File: src/include/ofs_defines.svh
// constants for the optical module fault and status block
`ifndef OFS_DEFINES_SVH
`define OFS_DEFINES_SVH

// two-wire slave address of the diagnostic page (8-bit form, r/w bit zero)
`define OFS_DEV_ADDR      8'ha2
// control and status byte offset and its fields
`define OFS_CTRL_STAT_OFS 8'h6e
`define OFS_BIT_TX_PIN    7
`define OFS_BIT_SOFT_OFF  6
`define OFS_BIT_TX_FAULT  2
`define OFS_BIT_RX_LOST   1
`define OFS_SOFT_OFF_RST  1'b0
`define OFS_PTR_RST       8'h00
// factory detection threshold on received level
`define OFS_RX_LOST_THR   8'h20
// least spacing of shutoff assertions the host keeps
`define OFS_TX_OFF_GAP_MS 10

`endif

File: src/include/ofs_pkg.sv
// types for the optical module fault and status block
package ofs_pkg;

  typedef enum logic [3:0] {
    OFS_IDLE,
    OFS_ADDR,
    OFS_ADDR_ACK,
    OFS_PTR,
    OFS_PTR_ACK,
    OFS_WR,
    OFS_WR_ACK,
    OFS_RD,
    OFS_RD_ACK
  } ofs_tw_state_t;

endpackage

File: src/rtl/ofs_fault_status.sv
// fault latch, shutoff, loss of signal and two-wire status byte
// How it works
// - a catastrophic laser fault raises the fault flag and stops the laser.
// - fault flag pin is low in normal operation, high during a fault.
// - fault flag stays latched until shutoff is toggled or power cycles.
// - fault state appears in bit 2 of status byte 110.
// - eye-safety monitor disables the transmitter whenever output is unsafe.
// - signal lost output is low for adequate input, high for unusable input.
// - signal lost state appears in bit 1 of status byte 110.
// - signal lost is high after reset, and otherwise only below the factory set detection threshold.
// - shutoff input high turns optical output off, low allows operation.
// - software shutoff bit 6 is ORed with the shutoff input.
// - bit 7 of status byte 110 reflects the shutoff input.
`timescale 1ns/10ps
`include "ofs_defines.svh"

module ofs_fault_status
  import ofs_pkg::*;
(
  // clock and reset
  input  wire logic       clk,
  input  wire logic       sys_rst,
  // host control pin
  input  wire logic       tx_disable_pin,
  // internal monitors
  input  wire logic       laser_fault_det,
  input  wire logic       eye_unsafe,
  input  wire logic [7:0] rx_level,
  // laser drive
  output logic            laser_enable,
  // fault flag pin, open drain
  output logic            tx_fault_out,
  output logic            tx_fault_oe_n,
  // receive status pin
  output logic            receive_signal_lost,
  // two-wire management pins
  input  wire logic       scl_in,
  input  wire logic       sda_in,
  output logic            sda_out,
  output logic            sda_oe_n
);

  logic          fault_q;
  logic          armed_q;
  logic          soft_off_q;
  logic          los_q;
  logic          tx_off;
  logic          fault_evt;
  logic          clear_ok;
  logic [7:0]    stat_byte;
  logic          scl_p_q;
  logic          sda_p_q;
  logic          scl_rise;
  logic          scl_fall;
  logic          tw_start;
  logic          tw_stop;
  ofs_tw_state_t state_q;
  logic [3:0]    cnt_q;
  logic [7:0]    sh_q;
  logic [7:0]    ptr_q;
  logic          rw_q;
  logic          nack_q;

  assign tx_off    = tx_disable_pin | soft_off_q;
  assign fault_evt = laser_fault_det | eye_unsafe;
  assign clear_ok  = armed_q & ~tx_off;

  // transmitter stops at once on any fault, shutoff or unsafe output
  assign laser_enable = ~tx_off & ~fault_q & ~fault_evt;

  // open drain: pull low while healthy, release high on fault
  assign tx_fault_out  = 1'b0;
  assign tx_fault_oe_n = fault_q;

  assign receive_signal_lost = los_q;

  // fault latch; a new event wins over the clearing toggle
  always_ff @(posedge clk or posedge sys_rst) begin
    if (sys_rst) begin
      fault_q <= 1'b0;
    end else if (fault_evt) begin
      fault_q <= 1'b1;
    end else if (clear_ok) begin
      fault_q <= 1'b0;
    end
  end

  // toggle tracker: armed by shutoff asserted during a fault
  always_ff @(posedge clk or posedge sys_rst) begin
    if (sys_rst) begin
      armed_q <= 1'b0;
    end else if (clear_ok) begin
      armed_q <= 1'b0;
    end else if (fault_q & tx_off) begin
      armed_q <= 1'b1;
    end
  end

  // loss of signal against the factory threshold
  always_ff @(posedge clk or posedge sys_rst) begin
    if (sys_rst) begin
      los_q <= 1'b1;
    end else begin
      los_q <= (rx_level < `OFS_RX_LOST_THR);
    end
  end

  always_comb begin
    stat_byte                    = 8'h00;
    stat_byte[`OFS_BIT_TX_PIN]   = tx_disable_pin;
    stat_byte[`OFS_BIT_SOFT_OFF] = soft_off_q;
    stat_byte[`OFS_BIT_TX_FAULT] = fault_q;
    stat_byte[`OFS_BIT_RX_LOST]  = los_q;
  end

  // two-wire line edges and bus conditions
  always_ff @(posedge clk or posedge sys_rst) begin
    if (sys_rst) begin
      scl_p_q <= 1'b1;
      sda_p_q <= 1'b1;
    end else begin
      scl_p_q <= scl_in;
      sda_p_q <= sda_in;
    end
  end

  assign scl_rise = scl_in & ~scl_p_q;
  assign scl_fall = ~scl_in & scl_p_q;
  assign tw_start = scl_in & scl_p_q & sda_p_q & ~sda_in;
  assign tw_stop  = scl_in & scl_p_q & ~sda_p_q & sda_in;

  // two-wire slave sequencer
  always_ff @(posedge clk or posedge sys_rst) begin
    if (sys_rst) begin
      state_q <= OFS_IDLE;
      cnt_q   <= 4'h0;
      sh_q    <= 8'h00;
      ptr_q   <= `OFS_PTR_RST;
      rw_q    <= 1'b0;
      nack_q  <= 1'b0;
    end else if (tw_start) begin
      state_q <= OFS_ADDR;
      cnt_q   <= 4'h0;
    end else if (tw_stop) begin
      state_q <= OFS_IDLE;
    end else if (scl_rise) begin
      if (state_q == OFS_ADDR || state_q == OFS_PTR || state_q == OFS_WR) begin
        sh_q  <= {sh_q[6:0], sda_in};
        cnt_q <= cnt_q + 4'h1;
      end else if (state_q == OFS_RD_ACK) begin
        nack_q <= sda_in;
      end
    end else if (scl_fall) begin
      unique case (state_q)
        OFS_IDLE: begin
        end
        OFS_ADDR: begin
          if (cnt_q == 4'h8) begin
            rw_q    <= sh_q[0];
            state_q <= (sh_q[7:1] == 7'(`OFS_DEV_ADDR >> 1)) ? OFS_ADDR_ACK : OFS_IDLE;
          end
        end
        OFS_ADDR_ACK: begin
          cnt_q <= 4'h0;
          if (rw_q) begin
            sh_q    <= (ptr_q == `OFS_CTRL_STAT_OFS) ? stat_byte : 8'h00;
            state_q <= OFS_RD;
          end else begin
            state_q <= OFS_PTR;
          end
        end
        OFS_PTR: begin
          if (cnt_q == 4'h8) begin
            ptr_q   <= sh_q;
            state_q <= OFS_PTR_ACK;
          end
        end
        OFS_PTR_ACK: begin
          cnt_q   <= 4'h0;
          state_q <= OFS_WR;
        end
        OFS_WR: begin
          if (cnt_q == 4'h8) begin
            ptr_q   <= ptr_q + 8'h01;
            state_q <= OFS_WR_ACK;
          end
        end
        OFS_WR_ACK: begin
          cnt_q   <= 4'h0;
          state_q <= OFS_WR;
        end
        OFS_RD: begin
          if (cnt_q == 4'h7) begin
            ptr_q   <= ptr_q + 8'h01;
            state_q <= OFS_RD_ACK;
          end else begin
            sh_q  <= {sh_q[6:0], 1'b0};
            cnt_q <= cnt_q + 4'h1;
          end
        end
        OFS_RD_ACK: begin
          cnt_q <= 4'h0;
          if (nack_q) begin
            state_q <= OFS_IDLE;
          end else begin
            sh_q    <= (ptr_q == `OFS_CTRL_STAT_OFS) ? stat_byte : 8'h00;
            state_q <= OFS_RD;
          end
        end
        default: begin
          state_q <= OFS_IDLE;
        end
      endcase
    end
  end

  // software shutoff bit, written by a data byte to the status offset
  always_ff @(posedge clk or posedge sys_rst) begin
    if (sys_rst) begin
      soft_off_q <= `OFS_SOFT_OFF_RST;
    end else if (scl_fall && state_q == OFS_WR && cnt_q == 4'h8 && ptr_q == `OFS_CTRL_STAT_OFS) begin
      soft_off_q <= sh_q[`OFS_BIT_SOFT_OFF];
    end
  end

  // pull data low for acks and zero read bits
  assign sda_out  = 1'b0;
  assign sda_oe_n = ~((state_q == OFS_ADDR_ACK) || (state_q == OFS_PTR_ACK) ||
                      (state_q == OFS_WR_ACK) || (state_q == OFS_RD && !sh_q[7]));
endmodule

File: config.mk
export PLATFORM = sky130hd
export DESIGN_NAME = ofs_fault_status
export DESIGN_NICKNAME = d
export VERILOG_FILES = /design/src/include/ofs_pkg.sv /design/src/rtl/ofs_fault_status.sv
export VERILOG_INCLUDE_DIRS = /design/src /design/src/include
export SDC_FILE = /design/constraint.sdc
export NUM_CORES = 1
export LEC_CHECK = 0
export BUFFER_PORTS_ARGS = -buffer_cell sky130_fd_sc_hd__buf_4
export CORE_MARGIN = 3
export CORE_UTILIZATION = 59
export DETAILED_ROUTE_END_ITERATION = 6
export PLACE_DENSITY = 0.82
export SLEW_MARGIN = 15
export SYNTH_ARGS = -nofsm -noshare
export SYNTH_HDL_FRONTEND = slang
export SYNTH_SLANG_ARGS = --single-unit
File: constraint.sdc
create_clock -name clk -period 2.6 [get_ports clk]
set_clock_uncertainty 0.05 [all_clocks]
set_input_delay 0.26 -clock clk [delete_from_list [all_inputs] [get_ports clk]]
set_output_delay 0.26 -clock clk [all_outputs]
set_load 0.02 [all_outputs]
Yosys cells after proc, flatten, opt, wreduce, memory -nomap -nowiden
Cells that the tools add are included.

operators by class
  add/sub/neg operators = 2
  $lt $le $gt $ge = 1
  equal/unequal tests = 28
  mux-type cells = 35
  bitwise logic cells = 25
  reductions and logical operators = 27

operators by type and width
  kind                                                        count
  two-way mux 8 bit                                           10
  two-way mux 4 bit                                           14
  case mux 8 bit (3 select lines)                             2
  case mux 4 bit (8 select lines)                             1
  == test 4 x 3 -> 1 bit, second input constant               5
  AND reduction 8 bit                                         2
  != test 3 bit, second input constant                        4
  != test 4 x 3 -> 1 bit, second input constant               3
  inverter 1 bit                                              12
  AND 1 bit                                                   11
  AND reduction 5 bit                                         2
  nonzero test 3 bit                                          3
  adder 8 x 1 -> 8 bit, second input constant                 1
  == test 4 x 2 -> 1 bit, second input constant               2
  == test 4 bit, second input constant                        2
  == test 8 x 7 -> 1 bit, second input constant               1
  less-than comparator 8 x 6 -> 1 bit, second input constant  1
  != test 4 bit, second input constant                        2
  case mux 4 bit (2 select lines)                             1
  nonzero test 4 bit                                          2
  == test 7 bit, second input constant                        1
  AND reduction 7 bit                                         1
  two-way mux 3 bit                                           2
  != test 2 x 1 -> 1 bit, second input constant               3
  other kinds (15)                                            30

storage, ports and cells
  register bits after elaboration = 32

Depth between registers and ports, before layout
  word-level depth = 8
  depth in mapped cells = 9

Worst setup path after synthesis
OpenSTA, ideal clock, no wires.

  kind = flip-flop to flip-flop
  from = register scl_p_q
  to = register sh_q[1]
  library setup time = 0.125 ns
  data arrival time = 1.983 ns
  slack = 0.443 ns
  cell stages (with the launch flop) = 8
  period minus slack after synthesis = 2.157 ns
  cells stage by stage = dfstp_2 > inv_1 > ha_1 > clkbuf_1 > a21oi_1 > o21ai_0 > nor4_4 > mux2_2

on the way
  longest elaborated chain between the ends = 5
  elaborated cells on any way between the ends = 18

ends and longest elaborated chain
  item                                               line                                              text
  from (decl)                                        ofs_fault_status.sv:51                            logic scl_p_q;
  from (signal assigned)                             ofs_fault_status.sv:122                           scl_p_q <= scl_in;
  AND 1 bit                                          ofs_fault_status.sv:129, ofs_fault_status.sv:130
  AND 1 bit, on equally long branches (2 in series)  ofs_fault_status.sv:130, ofs_fault_status.sv:129
  inverter 1 bit (no line)                           --
  AND reduction 8 bit (no line)                      --
  to (signal assigned)                               ofs_fault_status.sv:148                           sh_q <= {sh_q[6:0], sda_in};
  to (signal assigned)                               ofs_fault_status.sv:166                           sh_q <= (ptr_q == `OFS_CTRL_STAT_OFS) ? stat_byte : 8'h00;
  to (signal assigned)                               ofs_fault_status.sv:197                           sh_q <= {sh_q[6:0], 1'b0};
  to (decl)                                          ofs_fault_status.sv:59                            logic [7:0] sh_q;

Several ways; a longest one is shown, not always the timed one.
A chain may end at the register's enable or synchronous reset.

Worst setup path after layout
  from = input port scl_in
  to = register sh_q[2]

on the way
  longest elaborated chain between the ends = 5
  elaborated cells on any way between the ends = 18

ends and longest elaborated chain
  item                                               line                                              text
  from (decl)                                        ofs_fault_status.sv:37                            input wire logic scl_in,
  AND 1 bit                                          ofs_fault_status.sv:129, ofs_fault_status.sv:130
  AND 1 bit, on equally long branches (2 in series)  ofs_fault_status.sv:130, ofs_fault_status.sv:129
  inverter 1 bit (no line)                           --
  AND reduction 8 bit (no line)                      --

Several ways; a longest one is shown, not always the timed one.

==> reports/metrics.cfg <==
[status]
outcome=finished, final reports clean

[detailed_routing]
wirelength_um=4430
via_count=1790
drcViolationCount=0
first_pass_iters=4
drt_iter0_drc=158
wire_per_inst_um=14.6
antenna_left=0
vias_per_cell=5.89

[die]
row_count=21
start_util_pct=62.5
fp.dieH_um=65.9
pin_count=21
coreArea_mm2=0.00339
die_x_um=65.9
die_area_mm2=0.00435

[global_route]
grt_pass1_vias=1676
grt_pass1_wl_um=7730
grt_max_degree=33
use_met2_pct=34.0
grt_busiest_layer=met2
grtUsageMet3_pct=4.25
antenna_found_initial=0
met1_usage_pct=33.4
gr-total-overflow=0
grt_use_total_pct=23.2

[critical_path]
cp.required_ns=2.79
crit_path_end_kind=register
cpPeakStageDelay_ns=0.53
crit_family=simple AND/OR/NAND/NOR gates
cp_data_arrival_time_ns=2.65
worstPathMaxFanout=8
path_class=input pin to register
cp_slowest_cell=dlygate4sd3_1
path_buf_inv=2
cp_cell_sequence=dlygate4sd3_1 -> buf_4 -> ha_1 -> and3b_1 -> nor2_1 -> o21ai_0 -> nor4_4 -> mux2_2
cp-start-kind=input pin

[finish]
layout-drive-gt1-share_pct=19.4
synthToLayoutAreaGrowth_pct=11.9
multi_input_area_mm2=0.00118
ff_latch_area_um2=805
num-nets-final=279
diodes=0
instances_no_fill=304
fill_cells=263

[placement]
place_congestion=0.879
portBuffers=13
post-place-ws_ns=0.245
dp_hpwl_um=3110
post-place-cells=291

[synth]
syn-instance-count=235
synth-async-reset-ratio_pct=100
ys_ff_latch=32
syn_area_per_cell_um2=9.02
synth_ff_type=dfrtp_1
yosysUniqueCellTypes=56
synth_edf_count=0
seq_area_frac_synth_pct=38.0
syn_area_mm2=0.00212
yosysWarnings=0

[sta]
rsz0062_at_grt=no
fin_ws_ns=0.138
period_share_pct=94.7
fmax_mhz=406
setup_viol=0
drv_slew=0
min_period_ns=2.46
final-hold-violation-count=0
worst_slew_pin_slew_ns=0.643
tns_ns=0
maxSlewHeadroom_pct=56.8

[cts]
insertion_delay_ns=0.34
clockBufferDepth=2
cts_buffers=5
tritoncts=built
cts.htree.levels=2
root_buffer=clkbuf_4
clkTransAtPathRegs_ns=0.11
clock_sinks=32

[power_and_ir_drop]
powerDensity_mw_per_mm2=441
leakage_uw=0.000997
finalPower_uw=1040
peakVddDrop_mv=0.343

[job]
maxCapViolations=0

[hold_path]
hold_class=input pin to register

cell usage after synthesis, drive strengths merged, types with 6 or more instances:
cell type	instances	share of area (%)
dfrtp	29	34
a21oi	23	6.0
nand2	22	3.9
nor2	20	3.5
inv	14	2.5
o21ai	12	2.8
buf	8	3.3
ha	7	4.1
a22o	6	2.5
mux2	6	3.2
mux2i	6	2.8
nand3	6	1.4
nor4	6	3.2
power breakdown:
group | switching, uW | total [uW] | internal, uW
clock network | 195 | 301 | 106
logic | 86.7 | 165 | 78.8
registers | 44.3 | 578 | 534
total | 325 | 1040 | 719
flip-flops by register name (all words and copies together) (netlist names):
signal               flops
ptr_q                    8
sh_q                     8
cnt_q                    4
state_q                  4
armed_q                  1
nack_q                   1
receive_signal_lost      1
rw_q                     1
scl_p_q                  1
sda_p_q                  1
soft_off_q               1
tx_fault_oe_n            1
layout by cell type (no fill, tap or decap), types with 3 or more instances in the layout:
cell | Yosys | layout
dfstp_2 | 3 | 3
a31oi_1 | 4 | 4
ha_1 | 7 | 7
nor4_1 | 4 | 4
nor2_1 | 20 | 20
or2_2 | 3 | 3
dlygate4sd3_1 | 0 | 5
a22o_1 | 6 | 6
buf_4 | 2 | 22
nor3b_1 | 3 | 3
nand3_1 | 6 | 6
a21oi_1 | 20 | 20
nand2b_1 | 5 | 5
nor2b_1 | 4 | 4
mux2i_1 | 6 | 6
a21oi_2 | 3 | 3
inv_1 | 14 | 14
and3b_1 | 5 | 5
clkbuf_4 | 0 | 5
dfrtp_1 | 29 | 29
nor3_1 | 4 | 4
nand2_1 | 22 | 22
nor4b_1 | 3 | 3
o21ai_0 | 12 | 12
mux2_2 | 6 | 6
final cells by class:
type	instances	share of cell area, %
clock inverters	3	1.00
flip-flops and latches	32	33.9
well taps	46	2.43
repair buffers	27	9.08
multi-input cells	177	49.8
inverters	14	2.22
clock buffers	5	1.58
final timing paths:
path	startpoint	end	slack [ns]	depth (start not counted)
setup / recovery	scl_in	sh_q[2]	0.14	8
hold / removal	eye_unsafe	tx_fault_oe_n	0.08	2
setup reg to reg	state_q[1]	sh_q[2]	0.23	5
hold reg to reg	armed_q	armed_q	0.47	2
max in group asynchronous	sys_rst	sda_p_q	1.68	4
min in group asynchronous	sys_rst	sh_q[0]	0.50	4
layer usage:
layer  up-vias  wire (um)
met5         -          0
met4         0         61
met3         5        210
met2        56       1940
met1       838       2220
li1        891          -
stage by stage:
step                util (%)  hold WS, ns  cell area, um^2
global placement        66.6        0.325             2260
CTS                     69.9       0.0444             2370
global route            70.0       0.0572             2370
detailed placement      66.6        0.325             2260
finish                  70.0       0.0836             2370
floorplan                  -        0.214             2120
what timing repair did:
| action | CTS | global route |
|---|---|---|
| gates resized for setup | 0 | 1 |
| hold endpoints to repair | 32 | 0 |
| endpoints found under the setup margin | 0 | 1 |
| setup buffers | 0 | 0 |
| hold buffers | 5 | 0 |
cell families after synthesis:
kind of cell	count (synthesis)	share of synthesized area, %
buf+inv	27	6.67
simple gates	95	26.3
xor+xnor	2	0.827
fa+ha+maj	7	4.13
flops	32	38.0
other cells	1	0.177
mux	12	6.02
compound gates	59	17.9
Note: power is estimated with default switching activity, not from simulation.
